<file path="src/logic/pfs_pkg.sv">
package pfs_pkg;
  // Register map
  localparam logic [6:0] MEAS_MODE_OFFSET  = 7'h14;
  // Field positions
  localparam int FREQ_SEL_LSB   = 0;
  localparam int PEAK_SEL_LSB   = 2;
  localparam int THRESH_SEL_LSB = 5;
  // Reset values
  localparam logic [1:0] FREQ_SEL_RESET   = 2'h0;
  localparam logic [2:0] PEAK_SEL_RESET   = 3'h7;
  localparam logic [2:0] THRESH_SEL_RESET = 3'h7;
  // Sample, result and interval counter widths
  localparam int SAMPLE_W = 24;
  localparam int COUNT_W  = 16;
  // Phase numbering of the frequency source field
  localparam logic [1:0] SRC_PHASE_A = 2'h0;
  localparam logic [1:0] SRC_PHASE_B = 2'h1;
  localparam logic [1:0] SRC_PHASE_C = 2'h2;
endpackage

</file>
<file path="src/logic/pfs_top.sv">
`timescale 1ns/1ps
module pfs_top (
  // Clock and reset
  input  wire logic                                ref_clk,
  input  wire logic                                rst,
  // Register port
  input  wire logic [6:0]                          reg_addr,
  input  wire logic                                reg_wr,
  input  wire logic [7:0]                          reg_wdata,
  output logic      [7:0]                          reg_rdata,
  // Thresholds and interval length
  input  wire logic [pfs_pkg::SAMPLE_W-1:0]        voltage_peak_threshold,
  input  wire logic [pfs_pkg::SAMPLE_W-1:0]        current_peak_threshold,
  input  wire logic [pfs_pkg::COUNT_W-1:0]         half_cycle_count,
  // Samples and line timing
  input  wire logic [3*pfs_pkg::SAMPLE_W-1:0]      volt_samples,
  input  wire logic [3*pfs_pkg::SAMPLE_W-1:0]      curr_samples,
  input  wire logic                                sample_valid,
  input  wire logic                                half_cycle_tick,
  // Frequency source
  output logic      [1:0]                          frequency_source_select,
  output logic                                     freq_src_reserved,
  // Results and status
  output logic      [pfs_pkg::SAMPLE_W-1:0]        voltage_peak_result,
  output logic      [pfs_pkg::SAMPLE_W-1:0]        current_peak_result,
  output logic                                     peak_update,
  output logic      [2:0]                          volt_over_flags,
  output logic      [2:0]                          curr_over_flags,
  // Flag clear from status logic, per phase
  input  wire logic [2:0]                          volt_over_clr,
  input  wire logic [2:0]                          curr_over_clr
);
  // State of the block, apart from the two peak trackers, in one record. The mode fields come
  // first, then the interval counter and the two published peaks,
  // then the sticky flags and the registered readback byte. Every
  // output of the block is one of these fields, so no output ever
  // passes through gates after its flip-flop.
  typedef struct packed {
    // Mode register fields and the decoded reserved source code
    logic [1:0]                   freq_sel;
    logic                         fres;
    // Remaining mode fields, interval counter and published results
    logic [2:0]                   peak_sel;
    logic [2:0]                   thresh_sel;
    logic [pfs_pkg::COUNT_W-1:0]  hc_cnt;
    logic [pfs_pkg::SAMPLE_W-1:0] vpk;
    logic [pfs_pkg::SAMPLE_W-1:0] ipk;
    logic                         upd;
    // Sticky threshold flags and readback byte
    logic [2:0]                   vflag;
    logic [2:0]                   iflag;
    logic [7:0]                   rdata;
  } pfs_state_t;

  pfs_state_t s_q, s_d;
  logic [pfs_pkg::SAMPLE_W-1:0] vmax;
  logic [pfs_pkg::SAMPLE_W-1:0] imax;
  logic                         interval_end;

  // Magnitude of a signed sample; the most negative code wraps and is
  // read as the largest unsigned magnitude, so it still counts as big
  function automatic logic [pfs_pkg::SAMPLE_W-1:0] pfs_mag(
    input logic [pfs_pkg::SAMPLE_W-1:0] v);
    pfs_mag = v[pfs_pkg::SAMPLE_W-1] ? (~v + 1'b1) : v;
  endfunction

  // Address decode shared by the write and the readback paths
  function automatic logic pfs_mode_hit(
    input logic [6:0] a);
    pfs_mode_hit = (a == pfs_pkg::MEAS_MODE_OFFSET);
  endfunction

  // Strict compare of one monitored sample against its threshold;
  // a sample equal to the threshold does not count as a crossing
  function automatic logic pfs_over(
    input logic                         en,
    input logic [pfs_pkg::SAMPLE_W-1:0] smp,
    input logic [pfs_pkg::SAMPLE_W-1:0] thr);
    pfs_over = en && (pfs_mag(smp) > thr);
  endfunction

  // Next half-cycle count; the carry out of the top is cut on purpose
  // because the interval always closes before the counter can wrap
  function automatic logic [pfs_pkg::COUNT_W-1:0] pfs_next_cnt(
    input logic [pfs_pkg::COUNT_W-1:0] c);
    pfs_next_cnt = pfs_pkg::COUNT_W'(c + 1'b1);
  endfunction

  // Interval closes on the tick that completes the programmed count.
  // A count of zero or one closes every tick. The compare is greater
  // or equal, so a count lowered mid-interval still closes at once
  // instead of running on until the counter wraps.
  assign interval_end = half_cycle_tick &&
    (s_q.hc_cnt + 1'b1 >= half_cycle_count);

  // Separate trackers so each peak may come from a different phase.
  // Both share the phase selection and the interval restart; the
  // results are taken from them before the restart clears them, so
  // samples of the closing cycle count toward the next interval.
  pfs_peak_track u_vtrack (
    .ref_clk      (ref_clk),
    .rst          (rst),
    .samples      (volt_samples),
    .sample_valid (sample_valid),
    .phase_en     (s_q.peak_sel),
    .restart      (interval_end),
    .running_max  (vmax)
  );

  pfs_peak_track u_itrack (
    .ref_clk      (ref_clk),
    .rst          (rst),
    .samples      (curr_samples),
    .sample_valid (sample_valid),
    .phase_en     (s_q.peak_sel),
    .restart      (interval_end),
    .running_max  (imax)
  );

  // Next-state logic for register, interval and flags
  always_comb begin
    s_d     = s_q;
    s_d.upd = 1'b0;

    // Register write; this block decodes only its own address and
    // leaves every other one to the rest of the register file
    if (reg_wr && pfs_mode_hit(reg_addr)) begin
      s_d.freq_sel   = reg_wdata[pfs_pkg::FREQ_SEL_LSB +: 2];
      s_d.peak_sel   = reg_wdata[pfs_pkg::PEAK_SEL_LSB +: 3];
      s_d.thresh_sel = reg_wdata[pfs_pkg::THRESH_SEL_LSB +: 3];
    end

    // Reserved source code kept in its own flop, decoded from the
    // next field value so it changes in the same cycle as the field
    s_d.fres = s_d.freq_sel[1] & s_d.freq_sel[0];

    // Readback shows the value before a same-cycle write lands; the
    // new value is seen one cycle later. Other addresses read zero.
    if (pfs_mode_hit(reg_addr)) begin
      s_d.rdata = {s_q.thresh_sel, s_q.peak_sel, s_q.freq_sel};
    end else begin
      s_d.rdata = 8'h00;
    end

    // Half-cycle counting and result replacement. The counter is not
    // touched by mode writes, so a new phase selection applies to the
    // interval already running; software that needs a clean interval
    // should discard the first result after changing the selection.
    if (interval_end) begin
      s_d.hc_cnt = '0;
      s_d.vpk    = vmax;
      s_d.ipk    = imax;
      s_d.upd    = 1'b1;
    end else if (half_cycle_tick) begin
      s_d.hc_cnt = pfs_next_cnt(s_q.hc_cnt);
    end

    // Threshold flags: clear first so a same-cycle event wins, which
    // keeps a crossing from being lost while status is acknowledged
    s_d.vflag = s_q.vflag & ~volt_over_clr;
    s_d.iflag = s_q.iflag & ~curr_over_clr;
    if (sample_valid) begin
      for (int p = 0; p < 3; p++) begin
        if (pfs_over(s_q.thresh_sel[p],
                     volt_samples[p*pfs_pkg::SAMPLE_W +: pfs_pkg::SAMPLE_W],
                     voltage_peak_threshold)) begin
          s_d.vflag[p] = 1'b1;
        end
        if (pfs_over(s_q.thresh_sel[p],
                     curr_samples[p*pfs_pkg::SAMPLE_W +: pfs_pkg::SAMPLE_W],
                     current_peak_threshold)) begin
          s_d.iflag[p] = 1'b1;
        end
      end
    end
  end

  // State register; reset loads the documented field defaults and
  // clears results, flags and the interval counter
  always_ff @(posedge ref_clk) begin
    if (rst) begin
      s_q            <= '0;
      s_q.freq_sel   <= pfs_pkg::FREQ_SEL_RESET;
      s_q.peak_sel   <= pfs_pkg::PEAK_SEL_RESET;
      s_q.thresh_sel <= pfs_pkg::THRESH_SEL_RESET;
    end else begin
      s_q <= s_d;
    end
  end

  // Outputs straight from flip-flops; the reserved source code is
  // flagged so the period logic can hold off
  assign reg_rdata               = s_q.rdata;
  assign frequency_source_select = s_q.freq_sel;
  assign voltage_peak_result     = s_q.vpk;
  assign current_peak_result     = s_q.ipk;
  assign peak_update             = s_q.upd;
  assign volt_over_flags         = s_q.vflag;
  assign curr_over_flags         = s_q.iflag;
  assign freq_src_reserved       = s_q.fres;
endmodule

</file>
<file path="src/logic/pfs_peak_track.sv">
`timescale 1ns/1ps
// Running maximum of absolute samples over the enabled phases
module pfs_peak_track (
  // Clock and reset
  input  wire logic                          ref_clk,
  input  wire logic                          rst,
  // Sample input, one per phase
  input  wire logic [3*pfs_pkg::SAMPLE_W-1:0] samples,
  input  wire logic                          sample_valid,
  input  wire logic [2:0]                    phase_en,
  // Interval control and result
  input  wire logic                          restart,
  output logic      [pfs_pkg::SAMPLE_W-1:0]  running_max
);
  typedef struct packed {
    logic [pfs_pkg::SAMPLE_W-1:0] max;
  } pfs_trk_state_t;

  pfs_trk_state_t s_q, s_d;

  function automatic logic [pfs_pkg::SAMPLE_W-1:0] pfs_abs(
    input logic [pfs_pkg::SAMPLE_W-1:0] v);
    pfs_abs = v[pfs_pkg::SAMPLE_W-1] ? (~v + 1'b1) : v;
  endfunction

  // Maximum over selected phases; restart clears to zero first
  always_comb begin
    logic [pfs_pkg::SAMPLE_W-1:0] m;
    logic [pfs_pkg::SAMPLE_W-1:0] a;
    s_d = s_q;
    m = restart ? '0 : s_q.max;
    a = '0;
    if (sample_valid) begin
      for (int p = 0; p < 3; p++) begin
        a = pfs_abs(samples[p*pfs_pkg::SAMPLE_W +: pfs_pkg::SAMPLE_W]);
        if (phase_en[p] && a > m) begin
          m = a;
        end
      end
    end
    s_d.max = m;
  end

  always_ff @(posedge ref_clk) begin
    if (rst) begin
      s_q <= '0;
    end else begin
      s_q <= s_d;
    end
  end

  assign running_max = s_q.max;
endmodule

</file>
<file path="config.mk">
export PLATFORM = sky130hd
export DESIGN_NAME = pfs_top
export DESIGN_NICKNAME = d
export VERILOG_FILES = /design/src/logic/pfs_pkg.sv /design/src/logic/pfs_top.sv /design/src/logic/pfs_peak_track.sv
export SDC_FILE = /design/constraint.sdc
export NUM_CORES = 1
export LEC_CHECK = 0
export BUFFER_PORTS_ARGS = -buffer_cell sky130_fd_sc_hd__buf_2
export CORE_UTILIZATION = 40
export DETAILED_ROUTE_END_ITERATION = 16
export REMOVE_ABC_BUFFERS = 1
export SYNTH_ARGS = -nofsm -noshare
export SYNTH_HDL_FRONTEND = slang
export SYNTH_SLANG_ARGS = --single-unit
</file>
<file path="constraint.sdc">
create_clock -name ref_clk -period 9.5 [get_ports ref_clk]
set_clock_uncertainty 0.15 [all_clocks]
set_input_delay 0.95 -clock ref_clk [delete_from_list [all_inputs] [get_ports ref_clk]]
set_output_delay 0.95 -clock ref_clk [all_outputs]
set_load 0.01 [all_outputs]
</file>
* After elaboration in Yosys (flattened, before gate mapping)
Index checks and enable logic that the tools add are counted.
** Storage, ports and cells
- Flip-flop bits (word level) :: 136
- Bits in latches :: 0
- RAM bits :: 0
- Memory bits (read-only) :: 0
- Input port bits :: 234
- Output and inout bits :: 66
- Logic and storage cells :: 91
- Memories kept :: 0
** Operators by class
- Add/subtract/negate cells :: 7
- Multipliers :: 0
- Div/mod/pow operators :: 0
- $lt $le $gt $ge :: 13
- Eq/ne operators :: 1
- Shifts and indexed selects :: 0
- Mux-type cells :: 29
- Bitwise gates (word level) :: 12
- Reductions and logical operators :: 16
** Operators with widths (count)
- $mux W24 :: 20
- $gt A24 B24 Y1 :: 12
- $add A24 B1 Y24 const B :: 6
- $not A24 Y24 :: 6
- $add A16 B1 Y16 const B :: 1
- $ge A16 B16 Y1 :: 1
- $logic_and A1 B1 Y1 :: 14
- $eq A7 B5 Y1 const B :: 1
- $mux W1 :: 7
- $and A3 B3 Y3 :: 2
- $mux W6 :: 1
- $not A3 Y3 :: 2
- $reduce_or A2 Y1 :: 2
- $mux W2 :: 1
- $and A1 B1 Y1 :: 1
- $not A1 Y1 :: 1

* Depth between registers and ports, before layout
Gate-level depths: netlist (run 1).
- Depth in word-level cells :: 16
- Gate-level depth with buffers :: 48
- Gate-level depth less buffers :: 40

* Modules after synthesis
Synthesis (run 1) repeated with hierarchy kept, for this count alone.
** Second synthesis, totals
- Cell total of the unflattened synthesis :: 2667
- Area, all modules :: 20684.8 um^2
** By module, submodules not included
- pfs_top :: times used 1, cells an instance 1215, area each 9918.3 um^2, sequential area each 1761.7 um^2
- pfs_peak_track (u_vtrack) :: times used 1, cells an instance 742, area each 5426.5 um^2, sequential area each 480.5 um^2
- pfs_peak_track (u_itrack) :: times used 1, cells an instance 710, area each 5340.1 um^2, sequential area each 480.5 um^2

* Worst setup path after synthesis (run 1)
No wires, ideal clock.
- Path type :: flip-flop to flip-flop
- From :: register s_q[63] in the netlist's numbering
- To :: register u_vtrack.s_q, in the netlist u_vtrack.running_max[20]
- Setup time :: 0.095 ns
- Data arrival time :: 9.790 ns
- Data required time :: 9.255 ns
- Path slack :: -0.536 ns
- Cell stages (with the launch flop) :: 47
- Buffers on the path :: 10
- Clock period less this slack :: 10.036 ns
- Cells stage by stage :: dfxtp_1 -> ha_1 -> and3_1 -> and3_1 -> and3_1 -> and3_1 -> and3_1 -> nand3_1 -> xnor2_1 -> ha_1 -> a21oi_1 -> nand2_1 -> a21o_1 -> o41ai_1 -> clkbuf_1 -> buf_2 -> buf_2 -> buf_2 -> [11 not listed] -> o211ai_1 -> a21oi_1 -> o31a_1 -> o21ai_0 -> clkbuf_1 -> clkbuf_1 -> buf_1 -> o22ai_1 -> ha_1 -> nand4_1 -> or2_2 -> nor4_1 -> o22a_1 -> o21a_1 -> clkbuf_1 -> clkbuf_1 -> a21oi_1 -> a221oi_1
** On the way
- Word-level cells in the longest chain between the ends :: 16
** RTL lines
- from (decl) :: line pfs_top.sv:55 : pfs_state_t s_q, s_d;
- $add A16 B1 Y16 * :: line pfs_top.sv:94 : (s_q.hc_cnt + 1'b1 >= half_cycle_count);
- $ge A16 B16 Y1 * :: line pfs_top.sv:94
- $logic_and A1 B1 Y1 * :: line pfs_top.sv:93 : assign interval_end = half_cycle_tick &&
- $mux W24 * :: line pfs_peak_track.sv:31 : m = restart ? '0 : s_q.max;
- $gt A24 B24 Y1 :: line pfs_peak_track.sv:36 : if (phase_en[p] && a > m) begin
- $logic_and A1 B1 Y1 :: line pfs_peak_track.sv:36
- $mux W24 :: line pfs_peak_track.sv:36
- $mux W24 :: line pfs_peak_track.sv:33 : if (sample_valid) begin
- $gt A24 B24 Y1 :: line pfs_peak_track.sv:36
- $logic_and A1 B1 Y1 :: line pfs_peak_track.sv:36
- $mux W24 :: line pfs_peak_track.sv:36
- $mux W24 :: line pfs_peak_track.sv:33
- $gt A24 B24 Y1 :: line pfs_peak_track.sv:36
- $logic_and A1 B1 Y1 :: line pfs_peak_track.sv:36
- $mux W24 :: line pfs_peak_track.sv:36
- $mux W24 * :: line pfs_peak_track.sv:33
- to (signal assigned) :: line pfs_peak_track.sv:46 : s_q <= '0;
- to (signal assigned) :: line pfs_peak_track.sv:48 : s_q <= s_d;
- to (decl) :: line pfs_peak_track.sv:19 : pfs_trk_state_t s_q, s_d;
Every way passes the cells marked *; elsewhere a longest branch is shown, timed or not. The select of a mux whose other input is x is not followed.
A chain may end at the register's enable or synchronous reset.

* Final worst setup path (run 1)
- From :: register s_q[64] in the netlist's numbering
- To :: register u_vtrack.s_q, in the netlist u_vtrack.running_max[17]
The elaborated chain is that of the path after synthesis.

==> results_tabular.tex, run 1 <==
\begin{tabular}{lr}
\hline
Metric & Value \\
\hline
\multicolumn{2}{l}{\textbf{Synthesis}} \\
\quad Most common flop cell mapped by yosys & sky130\_fd\_sc\_hd\_\_dfxtp\_1 \\
\quad Synth Instances & 2160 \\
\quad Post-synthesis sequential area ratio & 0.160 \\
\quad EDFF count, synth & 0 \\
\quad Async set-or-reset flop fraction in the synthesized netlist & 0 \\
\quad Mean post-synth cell area & 7.89 um\^{}2 \\
\quad Number of storage elements in the synthesis netlist & 136 \\
\quad Library cells used by synthesis & 78 \\
\quad Portion of netlist area occupied by mux cells & 0.0564 \\
\quad Adder-cell area share of the yosys netlist & 0.228 \\
\quad Complex-gate fraction of the synthesized area & 0.207 \\
\quad Total of warnings raised by yosys & 0 \\
\quad Xor/xnor share of the synthesized area & 0.0796 \\
\quad Combinational family with the most area after synthesis & adder cells \\
\quad Synthesized-area fraction occupied by and/or/nand/nor cells & 0.193 \\
\quad Summed instance area of the synthesized netlist & 0.0171 mm\^{}2 \\
\multicolumn{2}{l}{\textbf{Run}} \\
\quad Total of max-cap violations & 0 \\
\multicolumn{2}{l}{\textbf{CTS}} \\
\quad Clock tree root buffer cell & sky130\_fd\_sc\_hd\_\_clkbuf\_16 \\
\quad Sinks on Clock Net & $\sim$140 \\
\quad Buffers from clock root to sink, at most & 2 \\
\quad Number of clock buffers inserted by TritonCTS & 17 \\
\quad Clock latency of the later-clocked register in the worst-skew pair & 470 ps \\
\quad Clock-pin transition on the worst setup and hold timing paths & 70 ps \\
\quad Post-CTS Hold Buffers & 0 \\
\quad CTS tree & built \\
\quad CTS H-tree lvls & 4 \\
\multicolumn{2}{l}{\textbf{Worst setup path}} \\
\quad Crit path arrival time & approximately 10000 ps \\
\quad Category of the worst setup path capture point & flop \\
\quad Type of the setup path with the least slack & flop to flop \\
\quad Worst Setup Start Kind & flop \\
\quad CP max stage cell & sky130\_fd\_sc\_hd\_\_o41ai\_4 \\
\quad Peak fanout along the critical path & 6 \\
\quad R2r endpoint & u\_vtrack.running\_max[17] \\
\quad Critical path's largest stage delay & 400 ps \\
\quad Critical path data required time & $\sim$10000 ps \\
\quad Setup slack on the worst flop-to-flop path & about 0.74 ps \\
\quad Beginning of the worst register-to-register path & s\_q[64] \\
\quad Crit-path most repeated cell & sky130\_fd\_sc\_hd\_\_and3\_4 \\
\quad Cell count of the worst reg-to-reg path & 45 \\
\multicolumn{2}{l}{\textbf{Place}} \\
\quad Worst Setup Slack post-DPL & -473 ps \\
\quad Final RePlAce weighted congestion & a little under 1 \\
\quad \# port buffers & 299 \\
\quad Detailed Place HPWL & 55.6 mm \\
\quad Placed cell count & 3067 \\
\multicolumn{2}{l}{\textbf{Route}} \\
\quad DR WL/cell & about 22 um \\
\quad Detailed-routing iteration count for the pre-antenna-repair pass & 7 \\
\quad DRC marker count from the first detailed-route iteration & between 1k and 1.5k \\
\quad Total routed wirelength & a little under 70 mm \\
\quad Total via count in the routed design & 18.4k \\
\quad Remaining antenna violation count & 0 \\
\quad Vias per inst & 5.84 \\
\quad DRC Markers & 0 \\
\multicolumn{2}{l}{\textbf{Finish}} \\
\quad Final cell count without fillers & 3153 \\
\quad Highest-count cells in the layout ignoring fill and taps & sky130\_fd\_sc\_hd\_\_buf\_2 (298), sky130\_fd\_sc\_hd\_\_ha\_1 (293), sky130\_fd\_sc\_hd\_\_buf\_4 (216) \\
\quad Area growth from synthesis to final layout & 31.4\% \\
\quad Nets@finish & 3145 \\
\quad Most frequent standard cell in the layout excluding fill and tap cells & sky130\_fd\_sc\_hd\_\_buf\_2 \\
\quad Fraction of final layout cells with drive strength greater than 1 & 0.294 \\
\multicolumn{2}{l}{\textbf{Floorplanning}} \\
\quad Core Region & 0.0420 mm\^{}2 \\
\quad Starting utilization of the core area & 0.406 \\
\quad Floorplan die height & about 210 um \\
\quad Number of core rows & 75 \\
\quad Number of placed I/O pins & 300 \\
\quad Full die area & 0.0435 mm\^{}2 \\
\quad Die boundary width & 208 um \\
\multicolumn{2}{l}{\textbf{Pwr}} \\
\quad Maximum VDD drop & 0.156 mV \\
\quad P\_leak & 10.8 nW \\
\quad Power per cell area & 262 mW/mm\^{}2 \\
\multicolumn{2}{l}{\textbf{Timing}} \\
\quad Setup repair after global routing missed its margin & yes \\
\quad Final Setup Violations & 0 \\
\quad Sum Neg Setup Slack & 0 ps \\
\quad Pins Over Slew Limit & 0 \\
\quad Transition at the pin with the smallest max-transition slack & 1280 ps \\
\quad F\_max & approximately 0.11 GHz \\
\quad Hold Fails Final Rpt & 0 \\
\quad Hold slack & between 300 and 400 ps \\
\quad Ratio of final minimum period to clock period & 1.00 \\
\quad Clock period minus worst slack & 9500 ps \\
\quad Max-slew headroom at the worst pin & 0.142 \\
\quad Final worst setup slack & 0.740 ps \\
\multicolumn{2}{l}{\textbf{GRT}} \\
\quad Leftover overflow at the end of global routing & 0 \\
\quad Initial antenna violation count & 5 \\
\quad Wire length of the first global-routing pass & 101 mm \\
\quad Maximum number of pins on one net before global-route repair & 46 \\
\quad Total track usage & 0.305 \\
\quad Number of global-route vias before repair & 17.8k \\
\multicolumn{2}{l}{\textbf{Min path}} \\
\quad Min-Delay Startpoint & volt\_over\_flags[1] \\
\quad Hold Crit Class & flop to flop \\
\quad Worst Hold Path EP & volt\_over\_flags[1] \\
\quad Number of instances on the worst hold path & 2 \\
\multicolumn{2}{l}{\textbf{Outcome}} \\
\quad Outcome & finished clean \\
\hline
\end{tabular}
==> logic make-up (layout without fill, tap and decap cells) <==
family          count (synthesis)  count (layout)
xor+xnor                      155             155
simple gates                  663             663
other cells                     0               1
fa+ha+maj                     311             311
buf+inv                       276             728
flops                         136             136
compound gates                528             529
mux                            91              91
==> worst max-delay path by stage <==
stage                     startpoint                        to  slack [ps]  cells after the start
after floorplan              s_q[63]  u_vtrack.running_max[23]      -13160                     38
after global placement       s_q[64]  u_vtrack.running_max[21]        -460                     46
after detailed placement     s_q[64]  u_vtrack.running_max[21]        -470                     46
after CTS                    s_q[63]   u_vtrack.running_max[0]           8                     49
after global routing         s_q[63]  u_vtrack.running_max[17]        -240                     47
final                        s_q[64]  u_vtrack.running_max[17]         0.7                     45
==> flip-flops by register name, indices dropped and copies added, names as in the netlist <==
| register | cells |
|---|---|
| frequency_source_select | 2 |
| volt_over_flags | 3 |
| reg_rdata | 8 |
| voltage_peak_result | 24 |
| s_q | 22 |
| curr_over_flags | 3 |
| u_itrack.running_max | 24 |
| freq_src_reserved | 1 |
| peak_update | 1 |
| u_vtrack.running_max | 24 |
| current_peak_result | 24 |
==> synthesized netlist by cell type (all sizes together) (50+ instances only) <==
library cell  count  share of area
inv             135          0.030
clkbuf           61          0.013
a21o             56          0.025
nor2            176          0.039
nand4            74          0.027
dfxtp           136           0.16
o21ai           120          0.035
xor2             50          0.026
mux2i            83          0.051
a21oi           127          0.037
nand2           171          0.038
ha              311           0.23
xnor2           105          0.054
buf              80          0.033
==> layer usage <==
layer / track usage / part of all wire / vias to the layer above
met5: 0 / 0 / -
met4: 0.143 / 0.048 / 0
met3: 0.0418 / 0.064 / 161
met2: 0.522 / 0.47 / 739
met1: 0.377 / 0.42 / 8754
li1: - / - / 8745
==> report_power, final <==
group	internal, mW	total (mW)	switching (mW)
logic	2.20	4.44	2.24
registers	0.646	0.709	0.0632
clock network	0.399	0.725	0.327
==> critical path: cells and delay by family (launching register included) <==
family                     cells  cell delay (ps)
DFF                            1              370
muxes                          1              200
AOI/OAI and AO/OA             14             3190
and+or+nand+nor               12             2250
adders and majority gates      5             1240
buffers and inverters         12             1770
xor gates and xnor gates       1              190
==> repair_timing <==
item | 4_1_cts | 5_1_grt
endpoints found under the setup margin | 48 | 48
cloned | 6 | 3
endpoints found under the hold margin | 0 | 0
resized for setup | 50 | 171
pin swaps | 22 | 81
buffers inserted | 15 | 35
==> final cells by class <==
cell class | instances | area (um^2)
flip-flops and latches | 136 | 2730
fillers | 4074 | 19600
clock inverters | 15 | 181
repair buffers | 561 | 3860
diodes | 1 | 2.50
inverters | 135 | 509
well taps | 539 | 674
multi-input cells | 1749 | 14000
clock buffers | 17 | 425
==> stage by stage <==
step,area [um^2],power (mW),util
floorplan,16300,2.69,-
global placement,20100,4.26,0.479
detailed placement,20100,4.29,0.479
CTS,21200,5.23,0.504
global route,22400,6.26,0.533
finish,22400,5.87,0.533
Power figures use the tool's default switching activity.
==> inputs of run 2 (changes only) <==
- clock period: 9.5 -> 11.53 ns (I/O delays scaled with it)
==> run 2 against run 1 <==
  * Register-to-register slack better by 720 ps
  * Sequential power is 19% lower
  * Utilization is 7.4 points lower
  * Maximum frequency is 12% lower
  * Power is 39% lower
  * Critical path type unchanged
  * Largest power group unchanged
  * Highest routed layer unchanged
==> results_tabular.tex, run 2 (same netlist as run 1, synthesis figures left out) <==
\begin{tabular}{lr}
\hline
Metric & Value \\
\hline
\multicolumn{2}{l}{\textbf{Outcome}} \\
\quad Outcome & finished clean (unchanged) \\
\multicolumn{2}{l}{\textbf{Worst setup path}} \\
\quad Category of the worst setup path capture point & flop (unchanged) \\
\quad CP max stage cell & sky130\_fd\_sc\_hd\_\_o41ai\_2 (was sky130\_fd\_sc\_hd\_\_o41ai\_4) \\
\quad Peak fanout along the critical path & 44 (was 6) \\
\quad Critical path's largest stage delay & 630 ps (was 400 ps) \\
\quad Critical Path Stages & 42 (was 45) \\
\quad Crit path arrival time & 10980 ps (was 9730 ps) \\
\quad Cell count of the worst reg-to-reg path & 42 (was 45) \\
\quad Count of buffering cells on the critical path with inverters included & 6 (was 12) \\
\quad Worst Setup Start Kind & flop (unchanged) \\
\quad Delay-heaviest family, CP & simple AND/OR/NAND/NOR gates (was compound AO/OA/AOI/OAI gates) \\
\quad Type of the setup path with the least slack & flop to flop (unchanged) \\
\quad Critical path data required time & 11700 ps (was 9730 ps) \\
\multicolumn{2}{l}{\textbf{GRT}} \\
\quad Leftover overflow at the end of global routing & 0 (unchanged) \\
\quad Number of global-route vias before repair & 16.8k (was 17.8k) \\
\quad Maximum number of pins on one net before global-route repair & 48 (was 46) \\
\quad Wire length of the first global-routing pass & 95.6 mm (was 101 mm) \\
\quad Initial antenna violation count & 2 (was 5) \\
\quad Total track usage & 0.288 (was 0.305) \\
\multicolumn{2}{l}{\textbf{Route}} \\
\quad Detailed-routing iteration count for the pre-antenna-repair pass & 5 (was 7) \\
\quad Vias per inst & 5.85 (was 5.84) \\
\quad DR WL/cell & 21.7 um (was 21.8 um) \\
\quad DRC marker count from the first detailed-route iteration & 1219 (was 1389) \\
\quad DRC Markers & 0 (unchanged) \\
\quad Remaining antenna violation count & 0 (unchanged) \\
\quad Total routed wirelength & 63.2 mm (was 68.9 mm) \\
\quad Total via count in the routed design & 17.1k (was 18.4k) \\
\multicolumn{2}{l}{\textbf{Finish}} \\
\quad Highest-count cells in the layout ignoring fill and taps & sky130\_fd\_sc\_hd\_\_ha\_1 (311), sky130\_fd\_sc\_hd\_\_buf\_2 (298), sky130\_fd\_sc\_hd\_\_nor2\_1 (175) (was sky130\_fd\_sc\_hd\_\_buf\_2 (298), sky130\_fd\_sc\_hd\_\_ha\_1 (293), sky130\_fd\_sc\_hd\_\_buf\_4 (216)) \\
\quad Final cell count without fillers & 2918 (was 3153) \\
\quad Most frequent standard cell in the layout excluding fill and tap cells & sky130\_fd\_sc\_hd\_\_ha\_1 (was sky130\_fd\_sc\_hd\_\_buf\_2) \\
\quad Area growth from synthesis to final layout & 13.1\% (was 31.4\%) \\
\quad Nets@finish & 2911 (was 3145) \\
\quad Antenna diodes & 0 (was 1) \\
\quad Fraction of final layout cells with drive strength greater than 1 & 0.169 (was 0.294) \\
\multicolumn{2}{l}{\textbf{Floorplanning}} \\
\quad Full die area & 0.0435 mm\^{}2 (unchanged) \\
\quad Floorplan die height & 208 um (unchanged) \\
\quad Starting utilization of the core area & 0.406 (unchanged) \\
\quad Number of core rows & 75 (unchanged) \\
\quad Core Region & 0.0420 mm\^{}2 (unchanged) \\
\quad Die boundary width & 208 um (unchanged) \\
\quad Number of placed I/O pins & 300 (unchanged) \\
\multicolumn{2}{l}{\textbf{Pwr}} \\
\quad Power per cell area & 185 mW/mm\^{}2 (was 262 mW/mm\^{}2) \\
\quad P\_leak & 9.36 nW (was 10.8 nW) \\
\quad Maximum VDD drop & 0.149 mV (was 0.156 mV) \\
\quad Overall power after layout & 3.56 mW (was 5.87 mW) \\
\multicolumn{2}{l}{\textbf{CTS}} \\
\quad Clock tree root buffer cell & sky130\_fd\_sc\_hd\_\_clkbuf\_16 (unchanged) \\
\quad CTS tree & built (unchanged) \\
\quad Number of clock buffers inserted by TritonCTS & 17 (unchanged) \\
\quad Sinks on Clock Net & 136 (unchanged) \\
\quad Buffers from clock root to sink, at most & 2 (unchanged) \\
\quad CTS H-tree lvls & 4 (unchanged) \\
\quad Clock latency of the later-clocked register in the worst-skew pair & 470 ps (about the same) \\
\quad Clock-pin transition on the worst setup and hold timing paths & 70 ps (about the same) \\
\multicolumn{2}{l}{\textbf{Timing}} \\
\quad Max-slew headroom at the worst pin & 0.277 (was 0.142) \\
\quad Pins Over Slew Limit & 0 (unchanged) \\
\quad Transition at the pin with the smallest max-transition slack & 1070 ps (was 1280 ps) \\
\quad Hold Fails Final Rpt & 0 (unchanged) \\
\quad Clock period minus worst slack & 10810 ps (was 9500 ps) \\
\quad Ratio of final minimum period to clock period & 0.938 (was 1.00) \\
\quad Hold slack & 328 ps (was 331 ps) \\
\quad Setup repair after global routing missed its margin & no (was yes) \\
\quad Sum Neg Setup Slack & 0 ps (unchanged) \\
\quad F\_max & 0.0925 GHz (was 0.105 GHz) \\
\quad Final Setup Violations & 0 (unchanged) \\
\multicolumn{2}{l}{\textbf{Place}} \\
\quad \# port buffers & 299 (unchanged) \\
\quad Detailed Place HPWL & 52.6 mm (was 55.6 mm) \\
\quad Final RePlAce weighted congestion & 0.958 (was 0.980) \\
\quad Placed cell count & 2886 (was 3067) \\
\multicolumn{2}{l}{\textbf{Run}} \\
\quad Total of max-cap violations & 0 (unchanged) \\
\multicolumn{2}{l}{\textbf{Min path}} \\
\quad Hold Crit Class & flop to flop (unchanged) \\
\quad Number of instances on the worst hold path & 2 (unchanged) \\
\hline
\end{tabular}
run 2: cell type report:
class / count / area [um^2]
multi-input combinational: 1748 / 13100
tap: 539 / 674
inverter: 135 / 507
fill: 4274 / 22800
clock buffer: 17 / 425
sequential: 136 / 2720
clock inverter: 15 / 150
timing repair buffer: 328 / 1740
run 2: metal layers:
metal,part of all wire,global-route usage,wire length [um],vias up
met5,0,0,0,-
met4,0.038,0.124,2380,0
met3,0.053,0.0329,3370,108
met2,0.47,0.495,29900,595
met1,0.44,0.361,27600,8111
li1,-,-,-,8261
run 2: stage by stage:
step	util	setup WS (ps)	instance area, um^2
floorplan	-	-11130	16300
global route	0.459	71.4	19300
global placement	0.445	814	18700
finish	0.459	718	19300
CTS	0.458	578	19300
detailed placement	0.445	683	18700
run 2: what timing repair did:
| action | 4_1_cts | 5_1_grt |
|---|---|---|
| buffers inserted | 0 | 0 |
| hold buffers | 0 | 0 |
| hold endpoints to repair | 0 | 0 |
| setup endpoints to repair | 0 | 18 |
| gates resized for setup | 0 | 1 |
run 2: report_power, final:
part,leakage (nW),internal (mW),switching [mW]
logic,7.97,0.964,1.46
registers,1.11,0.532,0.0441
clock network,0.282,0.288,0.271
run 2: worst reg2reg max path, delay by kind of cell, from the launching register on:
family,cells,cell delay [ps]
adders and majority gates,5,1480
buffers and inverters,6,1280
AOI/OAI and AO/OA,13,3250
muxes,1,350
and+or+nand+nor,16,3660
xor gates and xnor gates,1,140
DFF,1,400
run 2: path summary, 6_finish.rpt:
| kind | start | endpoint | slack (ps) |
|---|---|---|---|
| max | s_q[63] | u_vtrack.running_max[10] | 720 |
| max reg2reg | s_q[63] | u_vtrack.running_max[10] | 720 |
| min | volt_over_flags[1] | volt_over_flags[1] | 330 |
| min reg2reg | volt_over_flags[1] | volt_over_flags[1] | 330 |
